===== src/rtl/fpm_pkg.sv =====
// shared constants and types for the front panel menu controller
package fpm_pkg;

  // ----------------------------------------------------------------
  // clock and tick
  // ----------------------------------------------------------------
  localparam int CLK_MHZ  = 200;
  localparam int TICK_US  = 1000;
  localparam int TICK_CYC = CLK_MHZ * TICK_US;

  // ----------------------------------------------------------------
  // button timing, in ms ticks
  // ----------------------------------------------------------------
  localparam logic [4:0]  DEB_MS        = 5'h14;
  localparam logic [11:0] LONG_MS       = 12'h3e8;
  localparam logic [11:0] BACK_MIN_MS   = 12'h12c;
  localparam logic [11:0] DARK_PAUSE_MS = 12'h7d0;
  localparam logic [18:0] IDLE_MS       = 19'h493e0;

  // ----------------------------------------------------------------
  // display self-test
  // ----------------------------------------------------------------
  localparam int          TEST_TOTAL_MS = 15000;
  localparam logic [4:0]  PASS_STEPS    = 5'h0b;
  localparam logic [4:0]  TEST_STEPS    = 5'h16;
  localparam logic [9:0]  TEST_STEP_MS  =
    10'(TEST_TOTAL_MS / int'(TEST_STEPS));
  localparam logic [4:0]  OUTER_STEPS   = 5'h06;
  localparam logic [4:0]  DP_STEP       = 5'h06;

  // ----------------------------------------------------------------
  // menu sizes and reset values
  // ----------------------------------------------------------------
  localparam logic [2:0] MAIN_LAST = 3'h7;
  localparam logic [1:0] SUB_LAST  = 2'h3;
  localparam logic [2:0] POS_DARK  = 3'h0;
  localparam logic [1:0] SUB_NONE  = 2'h0;

  // ----------------------------------------------------------------
  // panel states
  // ----------------------------------------------------------------
  typedef enum logic [2:0] {
    FPM_TEST = 3'h0,
    FPM_DARK = 3'h1,
    FPM_MAIN = 3'h3,
    FPM_SUB  = 3'h2,
    FPM_SET  = 3'h6
  } fpm_state_t;

endpackage : fpm_pkg


===== src/rtl/fpm_panel.sv =====
// front panel controller: display, self-test and two-button menu
`timescale 1ns/1ps

module fpm_panel #(
  parameter int TICK_CYC = fpm_pkg::TICK_CYC
) (
  input  wire logic        sys_clk,
  input  wire logic        rstn,
  input  wire logic        step_btn,
  input  wire logic        prog_btn,
  input  wire logic [11:0] item_value,
  input  wire logic [7:0]  item_lamp,
  input  wire logic        item_is_rec,
  input  wire logic [3:0]  item_rec_no,
  input  wire logic        op_ind_valid,
  input  wire logic [3:0]  op_ind_code,
  output logic      [7:0]  red_seg,
  output logic      [23:0] grn_seg,
  output logic      [7:0]  lamp,
  output logic      [2:0]  menu_pos,
  output logic      [1:0]  sub_pos,
  output logic             ind_clr,
  output logic             set_commit,
  output logic             set_mode,
  output logic             test_active
);

  typedef struct packed {
    logic [1:0]       s1;
    logic [1:0]       s2;
    logic [1:0]       s3;
    logic [1:0]       deb;
    logic [1:0][4:0]  dbc;
    logic [17:0]      div;
    fpm_pkg::fpm_state_t st;
    logic [4:0]       tstep;
    logic [9:0]       tms;
    logic [11:0]      shold;
    logic [11:0]      slim;
    logic             sfired;
    logic [11:0]      phold;
    logic             plong;
    logic [18:0]      idle;
    logic [2:0]       mpos;
    logic [1:0]       spos;
    logic [7:0]       red;
    logic [23:0]      grn;
    logic [7:0]       lamp;
    logic             clr;
    logic             commit;
  } fpm_regs_t;

  fpm_regs_t q;
  fpm_regs_t d;
  logic      rst_meta_q;
  logic      rst_n_q;
  logic      tick;
  logic      srise;
  logic      sfall;
  logic      prise;
  logic      pfall;
  logic      fwd;
  logic      back;
  logic      prel;
  logic      flash;
  logic      tout;
  logic [4:0] tsel;
  logic [7:0] tpat;

  function automatic logic [7:0] fpm_seg(input logic [3:0] v);
    case (v)
      4'h0:    fpm_seg = 8'h3f;
      4'h1:    fpm_seg = 8'h06;
      4'h2:    fpm_seg = 8'h5b;
      4'h3:    fpm_seg = 8'h4f;
      4'h4:    fpm_seg = 8'h66;
      4'h5:    fpm_seg = 8'h6d;
      4'h6:    fpm_seg = 8'h7d;
      4'h7:    fpm_seg = 8'h07;
      4'h8:    fpm_seg = 8'h7f;
      4'h9:    fpm_seg = 8'h6f;
      4'ha:    fpm_seg = 8'h77;
      4'hb:    fpm_seg = 8'h7c;
      4'hc:    fpm_seg = 8'h39;
      4'hd:    fpm_seg = 8'h5e;
      4'he:    fpm_seg = 8'h79;
      default: fpm_seg = 8'h71;
    endcase
  endfunction : fpm_seg

  // ----------------------------------------------------------------
  // reset release
  // ----------------------------------------------------------------
  always_ff @(posedge sys_clk or negedge rstn)
  begin
    if (!rstn)
    begin
      rst_meta_q <= 1'b0;
      rst_n_q    <= 1'b0;
    end
    else
    begin
      rst_meta_q <= 1'b1;
      rst_n_q    <= rst_meta_q;
    end
  end

  // ----------------------------------------------------------------
  // next state
  // ----------------------------------------------------------------
  always_comb
  begin
    d        = q;
    d.clr    = 1'b0;
    d.commit = 1'b0;
    fwd      = 1'b0;
    back     = 1'b0;
    prel     = 1'b0;
    // bit 0 is step, bit 1 is program
    d.s1 = {prog_btn, step_btn};
    d.s2 = q.s1;
    d.s3 = q.s2;
    tick = (q.div == 18'(TICK_CYC - 1));
    d.div = tick ? 18'h00000 : q.div + 18'h00001;
    for (int i = 0; i < 2; i++)
    begin
      if (q.s2[i] == q.s3[i] && q.s3[i] != q.deb[i])
      begin
        // count ticks, so the level holds at least DEB_MS - 1 whole ticks before it is taken
        if (tick)
        begin
          d.dbc[i] = q.dbc[i] + 5'h01;
          if (q.dbc[i] == fpm_pkg::DEB_MS - 5'h01)
          begin
            d.deb[i] = q.s3[i];
            d.dbc[i] = 5'h00;
          end
        end
      end
      else
        d.dbc[i] = 5'h00;
    end
    srise = d.deb[0] & ~q.deb[0];
    sfall = ~d.deb[0] & q.deb[0];
    prise = d.deb[1] & ~q.deb[1];
    pfall = ~d.deb[1] & q.deb[1];

    // idle time since last step press
    if (tick && q.idle != fpm_pkg::IDLE_MS)
      d.idle = q.idle + 19'h00001;
    tout = (q.idle == fpm_pkg::IDLE_MS);

    // step press timing, forward on hold, back on short release
    if (srise)
    begin
      // each step press clears latched indicators
      d.clr    = 1'b1;
      d.idle   = 19'h00000;
      d.shold  = 12'h000;
      d.slim   = fpm_pkg::LONG_MS;
      d.sfired = 1'b0;
    end
    else if (q.deb[0] && tick)
    begin
      if (q.shold + 12'h001 >= q.slim)
      begin
        fwd      = 1'b1;
        d.shold  = 12'h000;
        d.slim   = fpm_pkg::LONG_MS;
        d.sfired = 1'b1;
      end
      else
        d.shold = q.shold + 12'h001;
    end
    if (sfall && !q.sfired && q.shold >= fpm_pkg::BACK_MIN_MS)
      back = 1'b1;

    if (prise)
    begin
      d.phold = 12'h000;
      d.plong = 1'b0;
    end
    else if (q.deb[1] && tick && !q.plong)
    begin
      d.phold = q.phold + 12'h001;
      if (q.phold + 12'h001 >= fpm_pkg::LONG_MS)
        d.plong = 1'b1;
    end
    if (pfall)
    begin
      // a long press that matures on the release cycle still counts
      prel    = d.plong;
      d.plong = 1'b0;
    end

    // ----------------------------------------------------------------
    // menu walk
    // ----------------------------------------------------------------
    case (q.st)
      fpm_pkg::FPM_TEST:
      begin
        if (tick)
        begin
          d.tms = q.tms + 10'h001;
          if (q.tms == fpm_pkg::TEST_STEP_MS - 10'h001)
          begin
            d.tms = 10'h000;
            if (q.tstep == fpm_pkg::TEST_STEPS - 5'h01)
              d.st = fpm_pkg::FPM_DARK;
            else
              d.tstep = q.tstep + 5'h01;
          end
        end
        if (srise)
          d.st = fpm_pkg::FPM_DARK;
      end
      fpm_pkg::FPM_DARK:
      begin
        if (fwd)
        begin
          d.st   = fpm_pkg::FPM_MAIN;
          d.mpos = 3'h1;
        end
      end
      fpm_pkg::FPM_MAIN:
      begin
        if (tout)
        begin
          d.st   = fpm_pkg::FPM_DARK;
          d.mpos = fpm_pkg::POS_DARK;
        end
        else if (fwd)
        begin
          if (q.mpos == fpm_pkg::MAIN_LAST)
          begin
            d.st   = fpm_pkg::FPM_DARK;
            d.mpos = fpm_pkg::POS_DARK;
            d.slim = fpm_pkg::LONG_MS + fpm_pkg::DARK_PAUSE_MS;
          end
          else
            d.mpos = q.mpos + 3'h1;
        end
        else if (back)
        begin
          d.mpos = q.mpos - 3'h1;
          if (q.mpos == 3'h1)
            d.st = fpm_pkg::FPM_DARK;
        end
        // long program press enters submenu on release
        else if (prel)
        begin
          d.st   = fpm_pkg::FPM_SUB;
          d.spos = 2'h1;
        end
      end
      fpm_pkg::FPM_SUB:
      begin
        if (tout)
        begin
          d.st   = fpm_pkg::FPM_DARK;
          d.mpos = fpm_pkg::POS_DARK;
          d.spos = fpm_pkg::SUB_NONE;
        end
        // same stepping, wrap back to main menu
        else if (fwd)
        begin
          d.spos = q.spos + 2'h1;
          if (q.spos == fpm_pkg::SUB_LAST)
            d.st = fpm_pkg::FPM_MAIN;
        end
        else if (back)
        begin
          d.spos = q.spos - 2'h1;
          if (q.spos == 2'h1)
            d.st = fpm_pkg::FPM_MAIN;
        end
        else if (prel)
          d.st = fpm_pkg::FPM_SET;
      end
      fpm_pkg::FPM_SET:
      begin
        // stepping edits digits here, so menu moves are ignored
        if (tout)
        begin
          d.st   = fpm_pkg::FPM_DARK;
          d.mpos = fpm_pkg::POS_DARK;
          d.spos = fpm_pkg::SUB_NONE;
        end
        // step with program held, or both pressed together, commits
        // buttons pressed together debounce on the same cycle
        else if (srise && (q.deb[1] || prise))
        begin
          d.commit = 1'b1;
          d.sfired = 1'b1;
          d.st     = fpm_pkg::FPM_SUB;
        end
        else if (prel)
          d.st = fpm_pkg::FPM_SUB;
      end
      default:
        d.st = fpm_pkg::FPM_DARK;
    endcase

    // ----------------------------------------------------------------
    // display image
    // ----------------------------------------------------------------
    flash = q.idle[8];
    tsel  = (q.tstep >= fpm_pkg::PASS_STEPS)
            ? q.tstep - fpm_pkg::PASS_STEPS : q.tstep;
    // outer segments clockwise, then decimal points
    if (tsel < fpm_pkg::OUTER_STEPS)
      tpat = 8'h01 << tsel[2:0];
    else if (tsel == fpm_pkg::DP_STEP)
      tpat = 8'h80;
    else
      tpat = 8'h00;
    d.red  = 8'h00;
    d.grn  = 24'h000000;
    d.lamp = 8'h00;
    case (q.st)
      fpm_pkg::FPM_TEST:
      begin
        // all digits share the outer pattern
        d.red = tpat;
        d.grn = {tpat, tpat, tpat};
        // middle segment, red digit first then greens
        if (tsel == fpm_pkg::DP_STEP + 5'h01)
          d.red = 8'h40;
        if (tsel == fpm_pkg::DP_STEP + 5'h02)
          d.grn = 24'h400000;
        if (tsel == fpm_pkg::DP_STEP + 5'h03)
          d.grn = 24'h004000;
        if (tsel == fpm_pkg::DP_STEP + 5'h04)
          d.grn = 24'h000040;
      end
      fpm_pkg::FPM_DARK:
      begin
        if (op_ind_valid)
          d.red = fpm_seg(op_ind_code);
      end
      fpm_pkg::FPM_MAIN:
      begin
        // code in red, value in green
        d.red  = fpm_seg(item_is_rec ? item_rec_no : {1'b0, q.mpos});
        d.grn  = {fpm_seg(item_value[11:8]), fpm_seg(item_value[7:4]),
                  fpm_seg(item_value[3:0])};
        d.lamp = item_lamp;
      end
      default:
      begin
        // flashing red address in submenu and setting mode
        d.red  = flash ? 8'h00 : fpm_seg({2'b00, q.spos});
        d.grn  = {fpm_seg(item_value[11:8]), fpm_seg(item_value[7:4]),
                  fpm_seg(item_value[3:0])};
        if (q.st == fpm_pkg::FPM_SET && flash)
          d.grn = 24'h000000;
        // the item lamp stays lit in submenu and setting mode
        d.lamp = item_lamp;
      end
    endcase
  end

  // ----------------------------------------------------------------
  // state register
  // ----------------------------------------------------------------
  always_ff @(posedge sys_clk or negedge rst_n_q)
  begin
    if (!rst_n_q)
    begin
      q       <= '0;
      q.st    <= fpm_pkg::FPM_TEST;
      q.slim  <= fpm_pkg::LONG_MS;
      q.mpos  <= fpm_pkg::POS_DARK;
      q.spos  <= fpm_pkg::SUB_NONE;
    end
    else
      q <= d;
  end

  // no protection path passes through this block, so the
  // self-test cannot hold any of it off
  assign red_seg     = q.red;
  assign grn_seg     = q.grn;
  assign lamp        = q.lamp;
  assign menu_pos    = q.mpos;
  assign sub_pos     = q.spos;
  assign ind_clr     = q.clr;
  assign set_commit  = q.commit;
  assign set_mode    = (q.st == fpm_pkg::FPM_SET);
  assign test_active = (q.st == fpm_pkg::FPM_TEST);

endmodule : fpm_panel


===== config.mk =====
export PLATFORM = sky130hd
export DESIGN_NAME = fpm_panel
export DESIGN_NICKNAME = d
export VERILOG_FILES = /design/src/rtl/fpm_pkg.sv /design/src/rtl/fpm_panel.sv
export SDC_FILE = /design/constraint.sdc
export NUM_CORES = 1
export LEC_CHECK = 0
export BUFFER_PORTS_ARGS = -buffer_cell sky130_fd_sc_hd__buf_2
export CAP_MARGIN = 5
export CELL_PAD_IN_SITES_DETAIL_PLACEMENT = 1
export CELL_PAD_IN_SITES_GLOBAL_PLACEMENT = 1
export CORE_MARGIN = 2
export CORE_UTILIZATION = 50
export DETAILED_ROUTE_END_ITERATION = 10
export HOLD_SLACK_MARGIN = 0.15
export PLACE_DENSITY = 0.92
export SLEW_MARGIN = 5
export SYNTH_ARGS = -nofsm -noshare
export SYNTH_HDL_FRONTEND = slang
export SYNTH_SLANG_ARGS = --single-unit

===== constraint.sdc =====
create_clock -name sys_clk -period 13.6 [get_ports sys_clk]
set_clock_uncertainty 0.05 [all_clocks]
set_input_delay 2.04 -clock sys_clk [delete_from_list [all_inputs] [get_ports sys_clk]]
set_output_delay 2.04 -clock sys_clk [all_outputs]
set_load 0.03 [all_outputs]

==> Word-level counts from Yosys, hierarchy flattened <==
Memory sizes are Yosys's and may differ from the RTL's.
Index checks and enable logic that the tools add are counted.
{ "totals": {"mem_count": 8, "elab_cells": 222, "output_inout_bits": 49, "ff_bits": 160, "mem_bits_ro": 896, "input_bits": 34} }
{ "mem_list": {"columns": ["name", "words", "word_bits", "rd", "rd_ports_with_merged_regs", "write_ports", "line_no", "rtl"], "rows": [
  ["(no name shown)", 16, 7, 1, 0, 0, "fpm_panel.sv:71", "case (v)"],
  ["(no name shown)", 16, 7, 1, 0, 0, "fpm_panel.sv:71", null],
  ["(no name shown)", 16, 7, 1, 0, 0, "fpm_panel.sv:71", null],
  ["(no name shown)", 16, 7, 1, 0, 0, "fpm_panel.sv:71", null],
  ["(no name shown)", 16, 7, 1, 0, 0, "fpm_panel.sv:71", null],
  ["(no name shown)", 16, 7, 1, 0, 0, "fpm_panel.sv:71", null],
  ["2 more memories", null, null, null, null, null, null, null]
]} }
{ "classes": {"eq_ne": 44, "magnitude_cmp": 5, "muxes": 91, "addsub": 13, "reduce_logical": 26, "shift": 1, "n_bitwise": 9} }
{ "op_table": {"columns": ["operator", "count"], "rows": [
  ["24-bit two-way mux", 4],
  ["24-bit case mux with 3 select lines", 1],
  ["3-bit two-way mux", 23],
  ["12-bit two-way mux", 5],
  ["18-bit two-way mux", 3],
  ["25-bit two-way mux", 2],
  ["8-bit two-way mux", 6],
  ["5-bit two-way mux", 9],
  ["13-bit two-way mux", 3],
  ["19-bit two-way mux", 2],
  ["8-bit case mux with 4 select lines", 1],
  ["12-bit by 1-bit adder with 12-bit output (second input constant)", 2],
  ["8-bit case mux with 3 select lines", 1],
  ["1-bit two-way mux", 20],
  ["19-bit by 1-bit adder with 19-bit output (second input constant)", 1],
  ["19-bit == test (second input constant)", 1],
  ["19-bit inequality test (second input constant)", 1],
  ["18-bit by 1-bit adder with 18-bit output (second input constant)", 1],
  ["18-bit == test (second input constant)", 1],
  ["2-bit inequality test (second input constant)", 8],
  ["4-bit inequality test (second input constant)", 4],
  ["5-bit by 1-bit adder with 5-bit output (second input constant)", 3],
  ["5-bit by 4-bit == test with 1-bit output (second input constant)", 3],
  ["5-bit == test (second input constant)", 3],
  ["other kinds (45)", 81]
]} }

==> Longest topological paths before layout <==
Gate-level depths: netlist of run 1.
{ "logic_depth": {"word_depth": 13, "mapped_depth": 14, "ltp_nobuf": 14} }

==> Worst setup path before layout of run 1 <==
No wires, ideal clock.
{ "synth_timing": {"kind": "in2reg", "from": "in item_is_rec", "to": "reg q (netlist bit red_seg[4])", "t_arrival_ns": 3.592, "path_slack_ns": 9.868, "path_buffers": 1, "stages": 7, "cell_sequence": "clkbuf_1 mux2i_1 inv_1 ha_1 nor3b_1 a311o_1 o2111ai_1"} }
{ "synth_rtl": {"columns": ["item", "line_no", "rtl"], "rows": [
  ["start, declared", "fpm_panel.sv:13", "input wire logic item_is_rec,"],
  ["end, declared", "fpm_panel.sv:53", "fpm_regs_t q;"]
]} }

==> Worst setup path in the final report of run 1 <==
{ "layout_timing": {"from": "reg q[121] (netlist bit)", "to": "out test_active"} }
{ "layout_between": {"elab_chain_len": 1} }
{ "layout_rtl": {"columns": ["item", "line_no", "rtl"], "rows": [
  ["3-bit logical NOT", "fpm_panel.sv:390", "assign test_active = (q.st == fpm_pkg::FPM_TEST);"],
  ["end, declared", "fpm_panel.sv:25", "output logic test_active"]
]} }
No other way between the ends.

==> results.txt, run 1 <==
* Initial antenna violation count: 0
- Overall Global Routing Usage: 29.1%
- For this run, the detailed router's first-pass iteration total came to 5.
- Category of the worst setup path launch point: register
- In this run the static leakage power is 4.98 nW.
- Worst VDD drop: 0.0804 mV
- P&R area growth vs syn: 9.70%
- Main area contributors after synthesis: dfrtp_1 (39%), ha_1 (7.4%), nand2_1 (4.1%), nor2_1 (3.7%), o21ai_0 (3.6%)
* Wire length reported by the detailed router: 28.5 mm
- Final critical-path setup slack: 9.04 ns
- CP cell instances: nor2_1 -> nand2_1 -> inv_1 -> buf_2
- The H-tree was split into 4 levels.
- Before CTS, the worst setup slack after placement is 9.53 ns.
* Critical path depth in cells: 4
- Category of the critical setup timing path: reg2out
* Most frequent cell after synthesis: dfrtp_1
- Setup violations remaining at the end of the flow were counted as 0.
- In this run, post-CTS hold repair placed 0 buffers.
* Number of stages on the worst hold path: 0
- Die outline width: 143 um
- Final hold analysis gives a worst-case slack of 0.306 ns.
* Number of cell instances on the worst register-to-register path: 13
- Data arrives at the worst endpoint at 2.47 ns.
- The largest single stage delay on the critical path is 0.75 ns.
- Sum of negative setup slack: 0 ns
- Wire length of the first global-routing pass: 46.7 mm
- The number of setup buffers added after CTS is 0.
- Number of cells in the finished layout apart from fillers: 1341
- The worst register-to-register path has a setup slack of 9.60 ns.
- Data required time of the critical path: 11.51 ns
- Synthesis instantiated 81 different standard cells from the library.
- 83 I/O pins were placed.
* Proportion of layout cells with a drive suffix above 1: 14.0%
* GPL Wtd Cong: 0.894
- Clock-pin slew was measured on the worst setup and hold paths at 0.07 ns.
- Final slew viol count: 0
- Achievable frequency: 219 MHz
- Largest net degree at the start of global routing: 86
- Synthesized instance count: 1043
- The critical path contains buffers and inverters numbering 2 combined.
- The worst setup path is captured at a primary output.
* Ratio of routed vias to standard cells: 6.05
- Final-report hold violation count: 0
- Detailed routing inserted a total of 8111 vias.
- Gates resized, CTS repair: 0
* Die height: 143 um
* DRC violations left: 0
- Post-synth EDFFs: 0
* Outcome: finished, final reports clean
- Most used flip-flop cell after synthesis: dfrtp_1
- Setup repair after global routing missed its margin: no
* Final cycle utilization of the critical path: 33.5%
- Fraction of synthesis flops using an asynchronous set or reset pin: 100%
* Remaining max-slew budget at the tightest pin: 25.1%
* YS warnings: 0
* Yosys top cell by area: dfrtp_1
* Worst Max-Slew Pin Slew: 1.12 ns
* Most frequent cells after synthesis: dfrtp_1 (152), nand2_1 (105), nor2_1 (96), o21ai_0 (70), ha_1 (57)
- Post-layout net count: 1159
- Max-cap violations in this run came to 0.
- Starting DRT DRC Count: 636
* Remaining number of nets flagged by the antenna check after routing: 0
- The worst path needs 4.56 ns of the cycle, external delays included.
* Average wire per standard cell: 21.2 um
* Worst path top cell family by delay: simple AND/OR/NAND/NOR gates
* Power density relative to cell area: 99.5 nW/um^2
- Synthesized area: 9640 sq um
* Placed wire-length estimate: 18.6 mm
- Input and output buffers added on the ports amount to 82.
- Antenna Cells: 0
- For this run, the share of the core covered by cells in the final layout is 56.1%.
* Critical-path top delay cell: nor2_1
- CTS sink count: 158
- Die footprint: 20400 sq um
- CTS tree: yes
- The number of global-route vias before repair came to 8792.
- Initial Util: 51.2%
- Placeable core region: 18800 sq um
- Total clock buffers created by CTS: 17
* # rows: 50
- The tree is rooted in a clkbuf_16.
* Grt total ovfl: 0
* Max clock buf depth: 2
- The number of nets handed over by synthesis was 1134.
* Crit Path Max Fanout: 12
* Average size of a mapped cell: 9.24 sq um
- The top cell type by area accounts for 39.5% of the synthesized area.
- Path class of the lowest-slack min-delay path: reg2reg
* Sequential-to-total area share from yosys stat: 41.1%
* Later-pin clock latency in the skew report: 0.43 ns
- After synthesis the netlist holds a flip-flop and latch count of 158.
* Cell count after placement: 1309
[layout by cell type, fill, tap and decap left out, types with 30 or more instances in the layout]
cell	synthesis	routed
a21oi_1	30	30
dfrtp_1	152	151
ha_1	57	57
nand3_1	46	46
o21ai_0	70	70
xor2_1	33	33
nand2_1	105	105
inv_1	53	53
buf_2	5	82
nor2_1	96	96
[metal layers]
layer  routed length (um)  part of all wire (%)  track usage (%)  vias to the layer above
met1                12000                    42             35.8                     4114
met5                    0                     0                0                        -
met2                14400                    51             50.3                      259
met3                 1220                   4.3             5.87                       64
li1                     -                     -                -                     3674
met4                  842                   3.0             11.2                        0
[final timing paths]
path | start | to
min in group asynchronous | rst_n_q | q[75]
hold / removal | rst_meta_q | rst_n_q
max in group asynchronous | rst_n_q | lamp[3]
hold reg to reg | rst_meta_q | rst_n_q
setup / recovery | q[121] | test_active
setup reg to reg | q[92] | menu_pos[1]
[area by class of cell]
| class | instances | area (sq um) |
|---|---|---|
| Sequential cell | 158 | 3970 |
| Tap cell | 260 | 325 |
| Inverter | 53 | 199 |
| Multi-Input combinational cell | 753 | 5000 |
| Timing Repair Buffer | 85 | 433 |
| Clock inverter | 12 | 181 |
| Fill cell | 2170 | 8260 |
| Clock buffer | 20 | 467 |
[registers in the layout, indices dropped and copies added (netlist names)]
name / cells
grn_seg: 22
red_seg: 8
q: 106
set_commit: 1
menu_pos: 3
lamp: 8
flash: 1
rst_n_q: 1
sub_pos: 2
ind_clr: 1
d: 4
rst_meta_q: 1
[kinds of logic after synthesis]
kind of cell | Yosys count | synth area share [%]
other | 1 | 0.0389
buffers and inverters | 132 | 7.00
and+or+nand+nor | 419 | 23.3
muxes | 22 | 2.82
DFF | 158 | 41.1
AOI/OAI and AO/OA | 195 | 13.0
xor gates and xnor gates | 59 | 5.36
adders and majority gates | 57 | 7.40
[power breakdown]
part	leakage, nW	switching (W)	internal, W
Clock	0.305	0.000207	0.000323
Sequential	2.14	0.00000602	0.000471
Combinational	2.54	0.0000277	0.0000163
Total	4.98	0.000241	0.000811
[stage by stage]
step           instance area, sq um  power [W]
2_1_floorplan                  9640   0.000512
3_3_place_gp                   9920   0.000526
3_5_place_dp                   9920   0.000529
4_1_cts                       10600    0.00106
5_1_grt                       10600    0.00108
6_report                      10600    0.00105
Note: power is estimated with default switching activity, not from simulation.
==> run 2, diff against run 1 <==
CORE_UTILIZATION = 47   (was 50)
PLACE_DENSITY = 0.88   (was 0.92)
clock period = 4.4 ns   (was 13.6 ns; I/O delays follow)
==> run 2 against run 1 <==
  * Worst hold slack worse by 0.032 ns
  * Final cell count up 1.2%
  * First-iteration DRC count down 31%
  * Critical path type is now reg2reg
  * Critical endpoint is now menu_pos[2]
  * Non-clock buffer count up 6
  * Sequential share of layout area about the same
  * Die area up 6.2%
  * Cell area about the same
==> results.txt, run 2 (synthesis results as in run 1) <==
- Summed over all failing endpoints, the final setup total negative slack is 0 ns.
- Remaining max-slew budget at the tightest pin: 43.6%
- Measured along the y axis, the die boundary spans 147 um.
* Wire length reported by the detailed router: 25.8 mm
- Met3 routing resource usage after global routing: 4.25%
* Setup fix buffers added after clock tree synthesis: 0
* Critical path startpoint: q[94]
- Met2 track utilization from global routing: 43.6%
* # rows: 52
- Wire length of the first global-routing pass: 42.8 mm
- The worst setup path is of the reg2reg kind.
* Clock transition at the register clock pins on the worst setup and hold paths after CTS: 0.07 ns
- The die covers 21700 sq um.
* Hold buffer count at CTS: 1
- CTS built an H-tree with a depth of 4.
- Entering global routing, the biggest net connects 157 pins.
- CTS sink count: 158
- Placeable core region: 20200 sq um
- Summed over all cells, the static leakage comes to 4.99 nW.
* Outcome: finished, final reports clean
- The first TritonRoute pass finished after 5 iterations.
* # setup viols final: 0
* Largest register by flop count: q
- Most common cell after layout, fill and taps aside: dfrtp_1
- Global routing consumed, on the met1 layer, 30.9% of the routing resources.
- Root Buffer: clkbuf_16
* DRC violations left: 0
* Minimum setup slack after placement: 0.690 ns
- Setup repair after global routing missed its margin: no
- Path class of the lowest-slack min-delay path: in2reg
- Data required time of the critical path: 4.68 ns
- Setup slack of the most critical reg-to-reg path: 0.64 ns
- The global routing stage identified its most utilized layer as met2.
* Number of global-route vias before repair: 8480
- The die is 147 um wide.
- Crit Path Max Fanout: 10
* Area after DPL: 9990 sq um
- The library cells used most frequently in the layout, excluding fill and tap cells, are dfrtp_1 (151), nand2_1 (105), nor2_1 (96), buf_2 (82), o21ai_0 (70).
* Number of maximum-capacitance constraint violations: 0
* Average wire per standard cell: 19.0 um
- The worst setup path is launched from a register.
- Final std cell area, no fill: 10600 sq um
- P&R area growth vs syn: 9.66%
- Post-layout net count: 1165
- Once the clock tree was built, the resizer swapped 0 gates to a different size.
- Number of cell instances on the worst register-to-register path: 13
* Count of vias placed by the detailed router: 7938
- Endpoint of the worst-slack reg-to-reg timing path: menu_pos[2]
* Overall Global Routing Usage: 24.6%
- Using the TritonRoute via totals, the vias-per-cell ratio works out to 5.85.
- Element type at the critical path end: register
* Final critical-path setup slack: 0.643 ns
* Cell count after placement: 1324
* Power density relative to cell area: 290 nW/um^2
- Total clock buffers created by CTS: 17
* Remaining number of nets flagged by the antenna check after routing: 0
- Worst reg2reg path startpoint: q[94]
* Achievable frequency: 266 MHz
- CTS tree: yes
- Max reg flops: 106
- For this run, the number of standard cells in the final layout without fillers is 1357.
* Max clock buf depth: 2
- IR analysis of the VDD net gives a maximum drop of 0.227 mV.
- The worst path uses 85.4% of the clock period.
- Grt total ovfl: 0
- End point of the critical path: menu_pos[2]
* Antenna Cells: 0
- The design draws 0.00307 W.
- Routability-driven placement finished with a final weighted congestion of 0.843.
- Final slew viol count: 0
- Initial antenna violation count: 0
- Starting DRT DRC Count: 439
- Placed wire-length estimate: 18.0 mm
- Final critical path time including I/O delays and setup: 3.76 ns
- For the worst-skew pair, the clock arrives at the later sink with an insertion delay of 0.44 ns.
- I/O pin count: 83
- For the worst setup path, the data arrival time is 4.04 ns.
- Final-report hold violation count: 0
- Worst Max-Slew Pin Slew: 0.846 ns
- Input and output buffers added on the ports amount to 82.
- Initial Util: 47.8%
* Proportion of layout cells with a drive suffix above 1: 14.3%
run 2: layout make-up:
class	count	area (sq um)
Sequential cell	158	3970
Inverter	53	199
Clock buffer	19	443
Fill cell	2381	9600
Multi-Input combinational cell	753	5000
Timing Repair Buffer	91	493
Tap cell	270	338
Clock inverter	13	129
run 2: power by group:
group	internal (W)	switching, W	leakage (nW)
combinational	0.0000523	0.0000980	2.57
clock	0.000804	0.000654	0.275
sequential	0.00146	0.00000304	2.14
run 2: worst min-delay path by stage:
stage / endpoint / start / depth (start not counted) / slack [ns]
2_1_floorplan: rst_n_q / rst_meta_q / 0 / 0.28
3_3_place_gp: d[153] / d[155] / 0 / 0.28
3_5_place_dp: d[153] / d[155] / 0 / 0.29
4_1_cts: d[154] / step_btn / 1 / 0.26
5_1_grt: d[155] / prog_btn / 1 / 0.26
6_report: d[154] / step_btn / 1 / 0.27
run 2: worst max-delay path, stage by stage (launching register included):
cell      delay [ns]
dfrtp_1         0.45
nand2_1         0.08
nor2_1          0.27
nand3_1         0.25
nor2_1          0.18
xor2_1          0.25
ha_1            0.30
a211o_1         0.29
a211oi_1        0.21
o211a_1         0.31
nor3_4          0.12
a222oi_1        0.62
o21ai_0         0.16
o31ai_1         0.11
run 2: stage by stage:
step                      hold WS, ns  utilization, %
final                           0.274            52.4
after global routing            0.256            52.4
after CTS                       0.259            52.4
after detailed placement        0.287            49.5
after global placement          0.283            49.5
after floorplan                 0.281               -
run 2: layer usage:
| layer | up-vias | part of all wire [%] |
|---|---|---|
| met5 | - | 0 |
| met1 | 4060 | 43 |
| met3 | 37 | 4.2 |
| met4 | 0 | 1.6 |
| met2 | 157 | 52 |
| li1 | 3684 | - |
